[src/pkg/uep_pkg.sv]
// package for the endpoint-0 output control and status block
// assumes a single 250 MHz system clock and an apb register bus
package uep_pkg;

  // ****************************************************************
  // register byte offsets on the apb bus
  // ****************************************************************
  localparam logic [7:0] OFS_OUT_EP0_CONFIG     = 8'h00;
  localparam logic [7:0] OFS_OUT_EP0_BYTE_COUNT = 8'h04;
  localparam logic [7:0] OFS_FUNCTION_ADDRESS   = 8'h08;
  localparam logic [7:0] OFS_USB_EVENT_STATUS   = 8'h0c;
  localparam logic [7:0] OFS_USB_EVENT_MASK     = 8'h10;
  localparam logic [7:0] OFS_EP_IRQ_STATUS      = 8'h14;
  localparam logic [7:0] OFS_EP_IRQ_MASK        = 8'h18;

  // ****************************************************************
  // field positions
  // ****************************************************************
  localparam int CFG_XFER_IRQ_EN  = 2;
  localparam int CFG_STALL        = 3;
  localparam int CFG_TOGGLE       = 5;
  localparam int CFG_BUF_MGR_EN   = 7;
  localparam int BCNT_NAK         = 7;
  localparam int STA_SETUP_OVWR   = 0;
  localparam int STA_SETUP_RCVD   = 2;
  localparam int STA_SUSPEND      = 6;
  localparam int STA_PORT_RESET   = 7;
  localparam int EPI_XFER_DONE    = 0;
  localparam int EPI_STALL_SENT   = 1;

  // ****************************************************************
  // reset values and masks
  // ****************************************************************
  localparam logic [7:0] RST_CONFIG       = 8'h00;
  localparam logic [3:0] RST_BYTE_COUNT   = 4'h0;
  localparam logic       RST_NAK          = 1'b1;
  localparam logic [6:0] RST_FUNC_ADDR    = 7'h00;
  localparam logic [7:0] RST_STATUS       = 8'h00;
  localparam logic [7:0] RST_MASK         = 8'h00;
  localparam logic [1:0] RST_EP_IRQ       = 2'h0;
  localparam logic [7:0] STA_IMPL_MASK    = 8'hc5;
  localparam logic [3:0] COUNT_MAX        = 4'h8;
  localparam logic [31:0] APB_ERR_DATA    = 32'h0000_0000;

  // ****************************************************************
  // handshake answer to the serial interface engine
  // ****************************************************************
  typedef enum logic [3:0] {
    HSK_NONE  = 4'b0001,
    HSK_ACK   = 4'b0010,
    HSK_NAK   = 4'b0100,
    HSK_STALL = 4'b1000
  } uep_hsk_e;

  // one-cycle events from the serial interface engine, same clock
  typedef struct packed {
    logic       setupRcvd;
    logic       outToken;
    logic [3:0] outCount;
    logic [6:0] tokenAddr;
  } uep_sie_req_s;

endpackage

[src/rtl/uep_sticky.sv]
// sticky flag vector: hardware sets, a clear request drops the bit
// assumes set and clear are single-cycle pulses on clk_sys
`timescale 1ns/100ps
module uep_sticky
  import uep_pkg::*;
#(
  parameter int              W      = 8,
  parameter logic [W-1:0]    RSTVAL = '0
) (
  input  wire logic         clk_sys,
  input  wire logic         reset,
  input  wire logic [W-1:0] setVec,
  input  wire logic [W-1:0] clrVec,
  output logic      [W-1:0] flags
);

  logic [W-1:0] flag_r;
  logic [W-1:0] flag_nxt;

  // set beats a clear landing in the same cycle, so no event is lost
  always_comb begin
    flag_nxt = (flag_r & ~clrVec) | setVec;
  end

  always_ff @(posedge clk_sys) begin
    if (reset) begin
      flag_r <= RSTVAL;
    end else begin
      flag_r <= flag_nxt;
    end
  end

  assign flags = flag_r;

endmodule // uep_sticky

[src/rtl/uep_ep0_out_ctrl.sv]
// endpoint-0 output control, function address and usb event status
// assumes sie requests arrive on clk_sys; port reset and suspend are
// line-state levels from another domain and are synchronised here
`timescale 1ns/100ps

// Overview of operation
// RL1 - completion interrupt only when enable bit set
// RL2 - stall bit answers STALL, then self-clears
// RL3 - data toggle readable at config bit five
// RL4 - buffer manager served only when enabled
// RL5 - byte counts above eight shown as eight on ep0OutCount
// RL6 - nak flag resets set; host OUT NAKed
// RL7 - seven-bit function address, reset zero, matched
// RL8 - status flags hardware set, write-one clear
// RL9 - flag interrupts only when mask bit set
// RL10 - overwrite flag on setup over pending setup
// RL11 - setup flag set on SETUP received
// RL12 - setup pending forces NAK on IN, OUT; an OUT with the stall bit set gets STALL instead
// RL13 - port reset flagged, kept over function reset
// RL14 - suspend flag on bus suspend condition
// RL15 - mask bit zero gates overwrite interrupt
// RL16 - all enabled sources merged onto one level
module uep_ep0_out_ctrl
  import uep_pkg::*;
(
  input  wire logic         clk_sys,
  input  wire logic         reset,
  input  wire logic         psel,
  input  wire logic         penable,
  input  wire logic         pwrite,
  input  wire logic [7:0]   paddr,
  input  wire logic [31:0]  pwdata,
  output logic              pready,
  output logic [31:0]       prdata,
  output logic              pslverr,
  input  uep_sie_req_s      sieReq,
  input  wire logic         inToken,
  input  wire logic         portResetPin,
  input  wire logic         suspendPin,
  output uep_hsk_e          outHandshake,
  output logic              inForceNak,
  output logic              bufMgrGrant,
  output logic [3:0]        ep0OutCount,
  output logic [6:0]        funcAddr,
  output logic              addrMatch,
  output logic              irq
);

  // ****************************************************************
  // state
  // ****************************************************************
  logic        pready_r,     pready_nxt;
  logic [31:0] prdata_r,     prdata_nxt;
  logic        pslverr_r,    pslverr_nxt;
  logic        bufMgrEn_r,   bufMgrEn_nxt;
  logic        stall_r,      stall_nxt;
  logic        xferIrqEn_r,  xferIrqEn_nxt;
  logic        toggle_r,     toggle_nxt;
  logic        nak_r,        nak_nxt;
  logic [3:0]  byteCnt_r,    byteCnt_nxt;
  logic [6:0]  funcAddr_r,   funcAddr_nxt;
  logic [7:0]  mask_r,       mask_nxt;
  logic [1:0]  epMask_r,     epMask_nxt;
  uep_hsk_e    hsk_r,        hsk_nxt;
  logic        inNak_r,      inNak_nxt;
  logic        grant_r,      grant_nxt;
  logic [3:0]  cntOut_r,     cntOut_nxt;
  logic        match_r,      match_nxt;
  logic        irq_r,        irq_nxt;
  logic [1:0]  syncA_r;
  logic [1:0]  syncB_r;
  logic [1:0]  syncPrev_r;

  logic [7:0]  staSet,   staClr,   evtSta;
  logic [1:0]  epSet,    epClr,    epSta;
  logic        accDone;
  logic        wrDone;
  logic [7:0]  wByte;
  logic [1:0]  lineEdge;

  // ****************************************************************
  // line-state synchronisers
  // ****************************************************************
  // two flops before use; edge detect reads only the second stage
  always_ff @(posedge clk_sys) begin
    if (reset) begin
      syncA_r    <= 2'h0;
      syncB_r    <= 2'h0;
      syncPrev_r <= 2'h0;
    end else begin
      syncA_r    <= {suspendPin, portResetPin};
      syncB_r    <= syncA_r;
      syncPrev_r <= syncB_r;
    end
  end

  assign lineEdge = syncB_r & ~syncPrev_r;

  // ****************************************************************
  // sticky flags
  // ****************************************************************
  uep_sticky #(.W(8), .RSTVAL(RST_STATUS)) u_evt_sta (
    .clk_sys (clk_sys),
    .reset   (reset),
    .setVec  (staSet),
    .clrVec  (staClr),
    .flags   (evtSta)
  );

  uep_sticky #(.W(2), .RSTVAL(RST_EP_IRQ)) u_ep_sta (
    .clk_sys (clk_sys),
    .reset   (reset),
    .setVec  (epSet),
    .clrVec  (epClr),
    .flags   (epSta)
  );

  // ****************************************************************
  // apb slave
  // ****************************************************************
  // one wait state: data and ready are both registered
  assign accDone = psel & penable & pready_r;
  assign wrDone  = accDone & pwrite;
  assign wByte   = pwdata[7:0];

  always_comb begin
    pready_nxt  = psel & penable & ~pready_r;
    prdata_nxt  = prdata_r;
    pslverr_nxt = 1'b0;
    if (psel & penable & ~pready_r) begin
      prdata_nxt = APB_ERR_DATA;
      unique case (paddr)
        OFS_OUT_EP0_CONFIG: begin
          prdata_nxt[CFG_BUF_MGR_EN]  = bufMgrEn_r;
          prdata_nxt[CFG_TOGGLE]      = toggle_r;     // [RL3]
          prdata_nxt[CFG_STALL]       = stall_r;
          prdata_nxt[CFG_XFER_IRQ_EN] = xferIrqEn_r;
        end
        OFS_OUT_EP0_BYTE_COUNT: begin
          prdata_nxt[BCNT_NAK] = nak_r;
          prdata_nxt[3:0]      = byteCnt_r;
        end
        OFS_FUNCTION_ADDRESS: prdata_nxt[6:0] = funcAddr_r;
        OFS_USB_EVENT_STATUS: prdata_nxt[7:0] = evtSta;
        OFS_USB_EVENT_MASK:   prdata_nxt[7:0] = mask_r;
        OFS_EP_IRQ_STATUS:    prdata_nxt[1:0] = epSta;
        OFS_EP_IRQ_MASK:      prdata_nxt[1:0] = epMask_r;
        default:              pslverr_nxt     = 1'b1;
      endcase
    end
  end

  // ****************************************************************
  // endpoint, address and event logic
  // ****************************************************************
  // software writes first, hardware effects last where hardware wins
  always_comb begin
    bufMgrEn_nxt  = bufMgrEn_r;
    stall_nxt     = stall_r;
    xferIrqEn_nxt = xferIrqEn_r;
    toggle_nxt    = toggle_r;
    nak_nxt       = nak_r;
    byteCnt_nxt   = byteCnt_r;
    funcAddr_nxt  = funcAddr_r;
    mask_nxt      = mask_r;
    epMask_nxt    = epMask_r;
    hsk_nxt       = HSK_NONE;
    grant_nxt     = 1'b0;
    staSet        = 8'h00;
    staClr        = 8'h00;
    epSet         = 2'h0;
    epClr         = 2'h0;

    // software register writes
    if (wrDone) begin
      unique case (paddr)
        OFS_OUT_EP0_CONFIG: begin
          bufMgrEn_nxt  = wByte[CFG_BUF_MGR_EN];
          stall_nxt     = wByte[CFG_STALL];
          xferIrqEn_nxt = wByte[CFG_XFER_IRQ_EN];
        end
        OFS_OUT_EP0_BYTE_COUNT: begin
          nak_nxt     = wByte[BCNT_NAK];             // [RL6]
          byteCnt_nxt = wByte[3:0];
        end
        OFS_FUNCTION_ADDRESS: funcAddr_nxt = wByte[6:0];   // [RL7]
        OFS_USB_EVENT_STATUS: staClr = wByte & STA_IMPL_MASK;  // [RL8]
        OFS_USB_EVENT_MASK:   mask_nxt = wByte & STA_IMPL_MASK;  // [RL15]
        OFS_EP_IRQ_MASK:      epMask_nxt = wByte[1:0];
        default: ;
      endcase
    end
    // reading the endpoint event register clears only what was shown
    if (accDone & ~pwrite & (paddr == OFS_EP_IRQ_STATUS)) begin
      epClr = prdata_r[1:0];
    end

    // function reset from the line: address and toggle restart
    if (lineEdge[0]) begin
      funcAddr_nxt = RST_FUNC_ADDR;
      toggle_nxt   = 1'b0;
    end
    staSet[STA_PORT_RESET] = lineEdge[0];  // [RL13]
    staSet[STA_SUSPEND]    = lineEdge[1];  // [RL14]

    // setup packet: flag it, note overwrite, data stage starts DATA1
    if (sieReq.setupRcvd) begin
      staSet[STA_SETUP_RCVD] = 1'b1;                    // [RL11]
      staSet[STA_SETUP_OVWR] = evtSta[STA_SETUP_RCVD];  // [RL10]
      toggle_nxt             = 1'b1;
    end

    // host OUT: stall first, then pending setup or full buffer
    if (sieReq.outToken) begin
      if (stall_r) begin
        hsk_nxt              = HSK_STALL;  // [RL2]
        stall_nxt            = 1'b0;       // [RL2]
        epSet[EPI_STALL_SENT] = 1'b1;
      end else if (evtSta[STA_SETUP_RCVD] | nak_r) begin
        hsk_nxt = HSK_NAK;                 // [RL6] [RL12]
      end else begin
        hsk_nxt              = HSK_ACK;
        byteCnt_nxt          = sieReq.outCount;
        nak_nxt              = 1'b1;       // [RL6]
        toggle_nxt           = ~toggle_r;  // [RL3]
        grant_nxt            = bufMgrEn_r; // [RL4]
        epSet[EPI_XFER_DONE] = xferIrqEn_r;  // [RL1]
      end
    end
  end

  // outward views, all registered
  always_comb begin
    inNak_nxt  = evtSta[STA_SETUP_RCVD] & inToken;  // [RL12]
    cntOut_nxt = (byteCnt_r > COUNT_MAX) ? COUNT_MAX : byteCnt_r;  // [RL5]
    match_nxt  = sieReq.tokenAddr == funcAddr_r;    // [RL7]
    irq_nxt    = (|(evtSta & mask_r)) | (|(epSta & epMask_r));  // [RL9] [RL16]
  end

  // ****************************************************************
  // registers
  // ****************************************************************
  always_ff @(posedge clk_sys) begin
    if (reset) begin
      pready_r    <= 1'b0;
      prdata_r    <= APB_ERR_DATA;
      pslverr_r   <= 1'b0;
      bufMgrEn_r  <= RST_CONFIG[CFG_BUF_MGR_EN];
      stall_r     <= RST_CONFIG[CFG_STALL];
      xferIrqEn_r <= RST_CONFIG[CFG_XFER_IRQ_EN];
      toggle_r    <= RST_CONFIG[CFG_TOGGLE];
      nak_r       <= RST_NAK;        // [RL6]
      byteCnt_r   <= RST_BYTE_COUNT;
      funcAddr_r  <= RST_FUNC_ADDR;  // [RL7]
      mask_r      <= RST_MASK;
      epMask_r    <= RST_EP_IRQ;
      hsk_r       <= HSK_NONE;
      inNak_r     <= 1'b0;
      grant_r     <= 1'b0;
      cntOut_r    <= RST_BYTE_COUNT;
      match_r     <= 1'b0;
      irq_r       <= 1'b0;
    end else begin
      pready_r    <= pready_nxt;
      prdata_r    <= prdata_nxt;
      pslverr_r   <= pslverr_nxt;
      bufMgrEn_r  <= bufMgrEn_nxt;
      stall_r     <= stall_nxt;
      xferIrqEn_r <= xferIrqEn_nxt;
      toggle_r    <= toggle_nxt;
      nak_r       <= nak_nxt;
      byteCnt_r   <= byteCnt_nxt;
      funcAddr_r  <= funcAddr_nxt;
      mask_r      <= mask_nxt;
      epMask_r    <= epMask_nxt;
      hsk_r       <= hsk_nxt;
      inNak_r     <= inNak_nxt;
      grant_r     <= grant_nxt;
      cntOut_r    <= cntOut_nxt;
      match_r     <= match_nxt;
      irq_r       <= irq_nxt;
    end
  end

  assign pready       = pready_r;
  assign prdata       = prdata_r;
  assign pslverr      = pslverr_r;
  assign outHandshake = hsk_r;
  assign inForceNak   = inNak_r;
  assign bufMgrGrant  = grant_r;
  assign ep0OutCount  = cntOut_r;
  assign funcAddr     = funcAddr_r;
  assign addrMatch    = match_r;
  assign irq          = irq_r;

endmodule // uep_ep0_out_ctrl

[config.mk]
export PLATFORM = sky130hd
export DESIGN_NAME = uep_ep0_out_ctrl
export DESIGN_NICKNAME = d
export VERILOG_FILES = /design/src/pkg/uep_pkg.sv /design/src/rtl/uep_sticky.sv /design/src/rtl/uep_ep0_out_ctrl.sv
export SDC_FILE = /design/constraint.sdc
export NUM_CORES = 1
export LEC_CHECK = 0
export BUFFER_PORTS_ARGS = -buffer_cell sky130_fd_sc_hd__buf_2
export CORE_MARGIN = 2
export CORE_UTILIZATION = 33
export CTS_BUF_LIST = sky130_fd_sc_hd__clkbuf_8
export CTS_CLUSTER_DIAMETER = 30
export DETAILED_ROUTE_END_ITERATION = 10
export PLACE_DENSITY = 0.59
export SLEW_MARGIN = 25
export SYNTH_ARGS = -nofsm -noshare
export SYNTH_HDL_FRONTEND = slang
export SYNTH_SLANG_ARGS = --single-unit
[constraint.sdc]
create_clock -name clk_sys -period 1.5 [get_ports clk_sys]
set_input_delay 0.075 -clock clk_sys [delete_from_list [all_inputs] [get_ports clk_sys]]
set_output_delay 0.075 -clock clk_sys [all_outputs]
set_load 0.05 [all_outputs]
-- Word level (Yosys, flattened, before mapping)
Index checks and enable logic that the tools add are counted.
- output and inout bits: 53
- bits of input ports: 61
- register bits after elaboration: 60
- logic and storage cells: 109
- bitwise gates (word level): 24
- equal/unequal tests: 7
- multiplexer cells: 38
- order comparisons: 1
- reduce and logical (&&, ||, !) cells: 14
- operator list (cell ; count):
    4-bit 2-to-1 mux ; 7
    8-bit by 5-bit equality test with 1-bit output (second input constant) ; 3
    1-bit 2-to-1 mux ; 20
    8-bit AND ; 2
    8-bit by 4-bit equality test with 1-bit output (second input constant) ; 2
    8-bit 2-to-1 mux ; 2
    2-bit case mux with 6 select lines ; 1
    2-bit case mux with 5 select lines ; 1
    2-bit OR reduction ; 5
    8-bit by 3-bit equality test with 1-bit output (second input constant) ; 1
    8-bit zero test ; 1
    8-bit inverter ; 1
    8-bit bitwise OR ; 1
    2-bit AND reduction ; 4
    8-bit OR reduction ; 1
    1-bit AND ; 7
    7-bit equality test ; 1
    7-bit OR reduction ; 1
    2-bit AND ; 3
    1-bit case mux with 3 select lines ; 2
    1-bit inverter ; 5
    4-bit > comparator (second input constant) ; 1
    2-bit 2-to-1 mux ; 2
    2-bit inverter ; 2
    7 further kinds ; 8

-- Depth between registers and ports, before layout
Gate-level depths: netlist of the first run.
- depth in word-level cells: 8
- depth in mapped cells: 6
- gate-level depth less buffers: 4

-- By module
Synthesis of the first run repeated with hierarchy kept, for this count alone.
- cells, all modules: 307
- area total of the unflattened synthesis: 2954.1 um^2
- by module, submodules not included (module ; seq. area each (um^2) ; instances ; cells an instance ; area each (um^2)):
    uep_ep0_out_ctrl ; 1001.0 ; 1 ; 266 ; 2502.4
    uep_sticky (u_evt_sta) ; 160.2 ; 1 ; 33 ; 381.6
    uep_sticky (u_ep_sta) ; 40.0 ; 1 ; 8 ; 70.1

-- Worst setup path after synthesis of the first run
OpenSTA, ideal clock, no wires.
- path type: reg-to-reg
- start point: register pready_r, in the netlist pready
- end point: register nak_r
- data required time: 1.380 ns
- path buffers: 0
- setup slack: -0.258 ns
- cell stages (with the launch flop): 5
- arrival time: 1.638 ns
- clock period less this slack: 1.758 ns
- setup time: 0.120 ns
- cells stage by stage: dfxtp_1 > nand4_4 > nor3_4 > nor2b_1 > a211o_1
- longest elaborated chain between the ends: 6
- RTL lines (element ; line ; source):
    start: declaration ; uep_ep0_out_ctrl.sv:52 ; logic pready_r, pready_nxt;
    start signal: assignment ; uep_ep0_out_ctrl.sv:264 ; pready_r <= pready_nxt;
    1-bit AND * ; uep_ep0_out_ctrl.sv:122 ; assign accDone = psel & penable & pready_r;
    1-bit AND * ; uep_ep0_out_ctrl.sv:123 ; assign wrDone = accDone & pwrite;
    1-bit 2-to-1 mux * ; uep_ep0_out_ctrl.sv:175 ; if (wrDone) begin
    1-bit 2-to-1 mux ; uep_ep0_out_ctrl.sv:219 ; end else if (evtSta[STA_SETUP_RCVD] | nak_r) begin
    1-bit 2-to-1 mux ; uep_ep0_out_ctrl.sv:215 ; if (stall_r) begin
    1-bit 2-to-1 mux * ; uep_ep0_out_ctrl.sv:214 ; if (sieReq.outToken) begin
    end signal: assignment ; uep_ep0_out_ctrl.sv:271 ; nak_r <= nak_nxt;
    end: declaration ; uep_ep0_out_ctrl.sv:59 ; logic nak_r, nak_nxt;
Mark *: on every way between the ends. The rest lies on a longest branch, timed or not.
A chain may end at the register's enable or synchronous reset.

-- Worst setup path in the final report of the first run
- start point: input paddr[3]
- end point: register byteCnt_r[0]
- longest elaborated chain between the ends: 6
- RTL lines (element ; line ; source):
    start: declaration ; uep_ep0_out_ctrl.sv:31 ; input wire logic [7:0] paddr,
    8-bit by 3-bit equality test with 1-bit output * ; uep_ep0_out_ctrl.sv:176 ; unique case (paddr)
    4-bit 2-to-1 mux * ; uep_ep0_out_ctrl.sv:176 ;
    4-bit 2-to-1 mux * ; uep_ep0_out_ctrl.sv:175 ;
    4-bit 2-to-1 mux ; uep_ep0_out_ctrl.sv:219 ;
    4-bit 2-to-1 mux ; uep_ep0_out_ctrl.sv:215 ;
    4-bit 2-to-1 mux * ; uep_ep0_out_ctrl.sv:214 ;
    end signal: assignment ; uep_ep0_out_ctrl.sv:272 ; byteCnt_r <= byteCnt_nxt;
    end: declaration ; uep_ep0_out_ctrl.sv:60 ; logic [3:0] byteCnt_r, byteCnt_nxt;
Marks and branches as above.

==> flow_metrics.tcl, run 1 <==
set metrics [dict create \
    max_freq_ghz 0.737 \
    period_share_pct 90.4 \
    crit_required_ps 1700 \
    hold_violations 0 \
    io_buffers 65 \
    worst_setup_path_start_kind "input pin" \
    die_y_um 92.9 \
    grt_max_degree 21 \
    grt_pass1_wl_um 10000 \
    power.ir.vdd_worst_mv 0.385 \
    numCtsBuffers 5 \
    multiInputGateArea_um2 1330 \
    start_util_pct 34.0 \
    ys_ff_latch 56 \
    fin_hold_ws_ps 8.25 \
    num_vias 2195 \
    cts_setup_buffers 0 \
    die_area_um2 8640 \
    gp_congestion 0.855 \
    clk_path_buf_depth 2 \
    cts_tree "yes" \
    first_pass_iters 4 \
    antenna_found_initial 0 \
    power_leakage_nw 1.39 \
    rows 32 \
    seq_area_frac_synth_pct 43.0 \
    crit_type "in -> reg" \
    grt.total_usage_pct 15.0 \
    grt-ovfl-total 0 \
    drv_slew 0 \
    clock_latency_ps 310 \
    status "completed" \
    area_growth_pct 25.5 \
    io-pin-count 114 \
    syn_inst 271 \
    drt-initial-drc-count 169 \
    cts-root-buf "clkbuf_8" \
    nNetsFinal 422 \
    yosys_warnings 0 \
    die_w_um 92.9 \
    endpoint_kind "flop" \
    n_antenna_cell 0 \
    wl_um 6540 \
    coreArea_um2 7690 \
    syn-mean-instance-area_um2 9.63 \
    hp-class "in -> reg" \
    layout_setup_ws_ps 144 \
    ys_types 52 \
    fin_crit_ps 1360 \
    finalSetupViolations 0 \
    route.detailed.drc 0 \
    clk_pin_slew_ps 90 \
    synthFlopType "dfxtp_1" \
    clkSinkCount 56 \
    final_antenna_net_count 0 \
    netlist_area_um2 2610 \
    p_per_area_nw_per_um2 889 \
    fillCellCount 777 \
    post_drt_wl_per_cell_um 14.1 \
    hpwl_um 5200 \
    grt_pass1_vias 2017 \
    htreeDepth 2 \
    dp_slack_ps -175 \
    rsz0062_at_grt "no" \
    synth_edf_count 0 \
    critPathMaxFanout 5 \
    arrival_ps 1560 \
    fin_skew_ps 5.32 \
    drv_cap 0 \
    seqCellArea_um2 1120 \
    postSynth.asyncResetShare_pct 0 \
    drive_gt1_share_pct 30.1 \
    vias_per_cell 4.73 \
]
[placed cells by master, fill, tap and decap left out, types with 4 or more instances in the layout]
master	instances
inv_1	9
nor2b_1	10
dlygate4sd3_1	8
nor2_1	29
a22oi_1	4
a21oi_1	12
and2_1	4
xnor2_1	7
conb_1	24
nand3_1	5
nor3_1	4
nand4_1	4
dfxtp_1	55
clkbuf_8	5
nand2_1	14
o21ai_1	4
buf_2	65
buf_4	18
mux2i_1	27
nor3_4	4
[cells in the mapped netlist (5+ instances only)]
cell type	instances	area share [%]
a21oi_1	12	2.3
buf_4	24	6.9
dfxtp_1	56	43
inv_1	8	1.2
mux2i_1	27	10
nand2_1	14	2.0
nand3_1	5	0.96
nor2_1	29	4.2
nor2b_1	10	2.4
xnor2_1	7	2.3
[worst max-delay path: stages]
cell and delay [ps]:
buf_2 110, or4b_1 660, nor3_4 250, buf_4 190
mux2i_1 200, o21ai_1 70
[logic make-up after synthesis]
kind of cell / synth area share, %
other: 0.144
DFF: 43.0
AOI/OAI and AO/OA: 10.6
xor gates and xnor gates: 2.35
and+or+nand+nor: 22.4
muxes: 11.6
buffers and inverters: 9.83
[state kept, by name, summed over array words and instances, names as in the netlist, 2 cells and up]
name             count
ep0OutCount          4
u_ep_sta.flags       2
syncPrev_r           2
u_evt_sta.flags      4
prdata               8
outHandshake         4
byteCnt_r            4
mask_r               4
syncA_r              2
epMask_r             2
syncB_r              2
funcAddr             7
[power by group]
| part | switching, mW | internal, mW | leakage (nW) |
|---|---|---|---|
| Clock | 0.471 | 0.489 | 0.0593 |
| Combinational | 0.302 | 0.124 | 0.879 |
| Sequential | 0.0144 | 1.51 | 0.455 |
[metal layers]
metal	GRT usage (%)	share of wire, %
met1	20.2	46
met2	24.6	48
met3	3.74	5.8
met4	2.57	0.24
met5	0	0
[repair_timing]
| item | CTS | global route |
|---|---|---|
| hold buffers | 7 | 1 |
| setup endpoints to repair | 0 | 2 |
| resized for setup | 0 | 1 |
| endpoints found under the hold margin | 7 | 1 |
[path summary, 6_finish.rpt]
| path | cells after the start | end | slack, ps | start |
|---|---|---|---|---|
| worst max-delay path | 6 | byteCnt_r[0]$_SDFF_PP0_ | 140 | paddr[3] |
| worst min register to register | 1 | syncB_r[1]$_SDFF_PP0_ | 440 | syncA_r[1]$_SDFF_PP0_ |
| worst max register to register | 5 | byteCnt_r[0]$_SDFF_PP0_ | 160 | pready$_SDFF_PP0_ |
| worst min-delay path | 2 | inForceNak$_SDFF_PP0_ | 8 | inToken |
[per-stage QoR]
stage	instance area (um2)	total power, mW	util [%]	std cells	TNS (ps)
final	3280	2.91	42.6	464	0
after global routing	3280	3.03	42.6	464	0
after CTS	3260	2.93	42.4	463	0
after floorplan	2700	1.88	-	294	0
after global placement	3080	1.96	40.1	448	-2850
after detailed placement	3080	1.97	40.1	448	-3270
[layout make-up]
| class | count | area share (%) |
|---|---|---|
| Multi-Input combinational cell | 198 | 40.5 |
| Clock buffer | 5 | 2.10 |
| Tap cell | 102 | 3.90 |
| Sequential cell | 56 | 34.3 |
| Timing Repair Buffer | 92 | 17.1 |
| Inverter | 8 | 0.917 |
| Clock inverter | 3 | 1.18 |
Note: power is estimated with default switching activity, not from simulation.
==> run 2: changes to the inputs <==
MAX_ROUTING_LAYER = met4   (was not set)
PLACE_DENSITY = not set   (was 0.59)
PLACE_DENSITY_LB_ADDON = 0.3   (was not set)
==> flow_metrics.tcl, run 2 (synthesis results as in run 1) <==
set metrics [dict create \
    status "completed" \
    power.ir.vdd_worst_mv 0.458 \
    rr_startpoint "pready$_SDFF_PP0_" \
    hold_depth 3 \
    fin_crit_ps 1380 \
    period_share_pct 92.0 \
    htreeDepth 2 \
    die_area_um2 8640 \
    reg2reg_depth 5 \
    max_stage_delay_ps 390 \
    power_leakage_nw 1.39 \
    wl_met1_um 3050 \
    hp-class "in -> reg" \
    final_cell_mix "65 x buf_2, 55 x dfxtp_1, 29 x nor2_1" \
    critPathMaxFanout 6 \
    min-delay-start "pwdata[5]" \
    utilization_pct 42.4 \
    coreArea_um2 7690 \
    post_drt_wl_per_cell_um 14.2 \
    io_buffers 65 \
    clk_pin_slew_ps 100 \
    rrSetupSlack_ps 120 \
    hpwl_um 5160 \
    clock_latency_ps 310 \
    rsz0062_at_grt "no" \
    stdcell_count 463 \
    io-pin-count 114 \
    mostFrequentLayoutCell "buf_2" \
    clkSinkCount 56 \
    cpMaxStageDelayCell "dfxtp_4" \
    fin_skew_ps 8.03 \
    arrival_ps 1580 \
    crit_type "reg -> reg" \
    top_layer "met4" \
    drt-initial-drc-count 98 \
    route.detailed.drc 0 \
    path_cells "nand4_4, nor3_4, buf_4, mux2i_1, o21ai_1" \
    antenna_found_initial 0 \
    place_area_um2 3080 \
    rows 32 \
    hold-path-endpoint "funcAddr[5]$_SDFFE_PP0P_" \
    vias_per_cell 4.72 \
    dr_wl_met2_um 3140 \
    die_y_um 92.9 \
    finalSetupTns_ps 0 \
    design_area_um2 3260 \
    clk_path_buf_depth 2 \
    final_antenna_net_count 0 \
    grt.total_usage_pct 16.1 \
    crit_required_ps 1700 \
    grt_pass1_wl_um 10600 \
    hold_violations 0 \
    fillCellCount 804 \
    cts_tree "yes" \
    finalSetupViolations 0 \
    gp_congestion 0.886 \
    cts_setup_buffers 0 \
    start_util_pct 34.0 \
    endpoint_kind "flop" \
    largest_register_ffs 8 \
    drive_gt1_share_pct 29.9 \
    placed_cells 448 \
    nNetsFinal 421 \
    max_freq_ghz 0.725 \
    grt_max_degree 21 \
    p_per_area_nw_per_um2 899 \
    grt-ovfl-total 0 \
    drv_slew 0 \
    numCtsBuffers 5 \
    num_vias 2185 \
    first_pass_iters 4 \
    grt_pass1_vias 2113 \
    r2r_end "byteCnt_r[0]$_SDFF_PP0_" \
    drv_cap 0 \
    worst_setup_path_start_kind "flop" \
    die_w_um 92.9 \
    n_antenna_cell 0 \
    wl_met3_um 325 \
    area_growth_pct 25.0 \
    cts-root-buf "clkbuf_8" \
    wl_um 6560 \
]
==> run 2: metrics by stage <==
stage	power (mW)	hold slack [ps]	worst slack [ps]
6_report	2.93	6.12	120
5_1_grt	3.04	8.61	26.2
4_1_cts	2.96	0.0447	101
3_5_place_dp	1.97	292	-216
3_3_place_gp	1.96	285	-165
2_1_floorplan	1.88	173	13.4
==> run 2: final cells by class <==
class | count | area [um2] | share of cell area (%)
multi-input cells | 198 | 1320 | 40.4
flip-flops and latches | 56 | 1120 | 34.5
repair buffers | 91 | 551 | 16.9
well taps | 102 | 128 | 3.91
clock buffers | 5 | 68.8 | 2.11
clock inverters | 3 | 42.5 | 1.30
inverters | 8 | 30.0 | 0.920
==> run 2: report_power, final <==
part	total [mW]	leakage (nW)	internal, mW	switching (mW)
Clock	0.987	0.0599	0.499	0.488
Sequential	1.52	0.455	1.51	0.0149
Combinational	0.422	0.876	0.121	0.301
Total	2.93	1.39	2.13	0.804
==> run 2: how the worst max path moves through the flow <==
stage / cells past startpoint / endpoint / start
final: 5 / byteCnt_r[0]$_SDFF_PP0_ / pready$_SDFF_PP0_
after global routing: 5 / byteCnt_r[0]$_SDFF_PP0_ / pready$_SDFF_PP0_
after CTS: 5 / byteCnt_r[0]$_SDFF_PP0_ / pready$_SDFF_PP0_
after detailed placement: 5 / u_ep_sta.flags[0]$_SDFF_PP0_ / paddr[3]
after global placement: 5 / u_ep_sta.flags[0]$_SDFF_PP0_ / paddr[3]
after floorplan: 6 / funcAddr[4]$_SDFFE_PP0P_ / paddr[4]
==> run 2: per-layer routing <==
layer	GRT usage, %	up-vias
li1	-	1096
met1	21.4	1010
met2	25.7	75
met3	2.28	4
met4	4.17	0
met5	-	-
==> run 2: worst max-delay path: cells and delay by family, from the launching register on <==
kind	cells	cell delay, ps
simple gates	2	460
flops	1	390
mux	1	180
buf+inv	1	170
compound gates	1	70
==> run 2: what timing repair did <==
item | CTS | global route
endpoints found under the hold margin | 7 | 0
gates resized for setup | 0 | 0
hold buffers | 7 | 0
==> run 3: changes to the inputs <==
--- a/config.mk
+++ b/config.mk
@@ -11,7 +11,8 @@
 export CTS_BUF_LIST = sky130_fd_sc_hd__clkbuf_8
 export CTS_CLUSTER_DIAMETER = 30
+export CTS_CLUSTER_SIZE = 24
 export DETAILED_ROUTE_END_ITERATION = 10
 export MAX_ROUTING_LAYER = met4
-export PLACE_DENSITY_LB_ADDON = 0.3
+export PLACE_DENSITY = 0.64
 export SLEW_MARGIN = 25
 export SYNTH_ARGS = -nofsm -noshare
==> constraint.sdc (replaced) <==
create_clock -name clk_sys -period 1.5 [get_ports clk_sys]
set_input_delay 0.3 -clock clk_sys [delete_from_list [all_inputs] [get_ports clk_sys]]
set_output_delay 0.3 -clock clk_sys [all_outputs]
set_load 0.05 [all_outputs]
==> flow_metrics.tcl, run 3 (synthesis results as in run 1) <==
set metrics [dict create \
    pwr-share-comb_pct 14.7 \
    drv_cap 0 \
    switchingPower_uw 841 \
    grt_max_degree 22 \
    worst_setup_path_start_kind "input pin" \
    multiInputGateArea_um2 1350 \
    hpwl_um 5340 \
    power.ir.vdd_worst_mv 0.415 \
    finalSetupTns_ps 0 \
    final_cell_mix "63 x buf_2, 55 x dfxtp_1, 33 x buf_4" \
    cts-root-buf "clkbuf_8" \
    p_per_area_nw_per_um2 891 \
    utilization_pct 43.7 \
    period_share_pct 96.9 \
    final_antenna_net_count 0 \
    fin_skew_ps 6.56 \
    gp_congestion 0.886 \
    cts_hold_buf 0 \
    drv_slew 0 \
    fin_crit_ps 1450 \
    clkSinkCount 56 \
    grt_pass1_vias 2121 \
    fillCellCount 774 \
    hp-class "in -> reg" \
    largest_register_ffs 8 \
    finalSetupViolations 0 \
    hold_violations 0 \
    max_stage_delay_ps 580 \
    num_vias 2206 \
    seqCellArea_um2 1120 \
    path_cells "buf_2, or4b_4, nor3_4, buf_12, mux2i_1, nor2_1" \
    place_area_um2 3220 \
    first_pass_iters 4 \
    p_sw_share_pct 28.1 \
    wl_um 6650 \
    nNetsFinal 429 \
    route.detailed.drc 0 \
    grt-ovfl-total 0 \
    post_drt_wl_per_cell_um 14.1 \
    area_growth_pct 28.6 \
    status "completed" \
    die_area_um2 8640 \
    cpMaxStageDelayCell "or4b_4" \
    drive_gt1_share_pct 34.4 \
    die_w_um 92.9 \
    rows 32 \
    htreeDepth 2 \
    hold_depth 3 \
    p_int_mw 2.15 \
    max_freq_ghz 0.688 \
    drt-initial-drc-count 103 \
    vias_per_cell 4.68 \
    design_area_um2 3360 \
    finalPower_mw 2.99 \
    io_buffers 65 \
    clk_pin_slew_ps 100 \
    die_y_um 92.9 \
    grt_pass1_wl_um 10700 \
    crit_type "in -> reg" \
    grt.total_usage_pct 16.1 \
    numCtsBuffers 5 \
    mostFrequentLayoutCell "buf_2" \
    power_leakage_nw 1.47 \
    crit_required_ps 1700 \
    start_util_pct 34.0 \
    p_clk_share_pct 34.3 \
    reg2reg_depth 6 \
    critPathMaxFanout 7 \
    cts_tree "yes" \
    fin_hold_ws_ps 187 \
    clk_path_buf_depth 2 \
    power_frac_seq_pct 51.0 \
    coreArea_um2 7690 \
    arrival_ps 1660 \
    n_antenna_cell 0 \
    io-pin-count 114 \
    clock_latency_ps 310 \
    antenna_found_initial 0 \
    endpoint_kind "flop" \
    rsz0062_at_grt "yes" \
]
[run 3: what timing repair did]
action / CTS / global route
endpoints found under the setup margin: 0 / 8
buffers inserted: 0 / 2
gates resized for setup: 0 / 3
[run 3: routing by layer]
metal	wire (um)	global-route usage, %	vias to the layer above
li1	-	-	1106
met1	3050	20.7	1020
met2	3190	25.9	72
met3	308	2.85	8
met4	105	5.15	0
met5	0	-	-
[run 3: cell type report]
class                      instances  share of cell area, %
multi-input combinational        198                   40.1
sequential                        56                   33.4
timing repair buffer              99                   18.3
tap                              102                   3.80
clock buffer                       5                   2.05
clock inverter                     3                   1.38
inverter                           8                  0.895
[run 3: power by group through the flow]
stage               clock network, mW  logic (mW)  registers, mW
finish                           1.02       0.440           1.53
global route                     1.09       0.469           1.53
CTS                              1.04       0.438           1.53
detailed placement                  0       0.437           1.56
global placement                    0       0.432           1.56
floorplan                           0       0.296           1.59
[run 3: path summary, 6_finish.rpt]
| path | startpoint | to | slack, ps |
|---|---|---|---|
| worst max-delay path | paddr[2] | funcAddr[3]$_SDFFE_PP0P_ | 50 |
| worst min-delay path | sieReq[10] | byteCnt_r[3]$_SDFF_PP0_ | 190 |
| worst max register to register | pready$_SDFF_PP0_ | mask_r[6]$_SDFFE_PP0P_ | 60 |
| worst min register to register | syncA_r[1]$_SDFF_PP0_ | syncB_r[1]$_SDFF_PP0_ | 450 |
[run 3: through the flow]
| step | setup slack [ps] | std cells |
|---|---|---|
| 2_1_floorplan | -207 | 294 |
| 3_3_place_gp | -302 | 461 |
| 3_5_place_dp | -313 | 461 |
| 4_1_cts | 26.6 | 469 |
| 5_1_grt | -5.59 | 471 |
| 6_report | 46.9 | 471 |
[run 3: worst max-delay path: cells and delay by family]
kind / cells / cell delay (ps)
buf+inv: 2 / 300
simple gates: 3 / 880
mux: 1 / 180
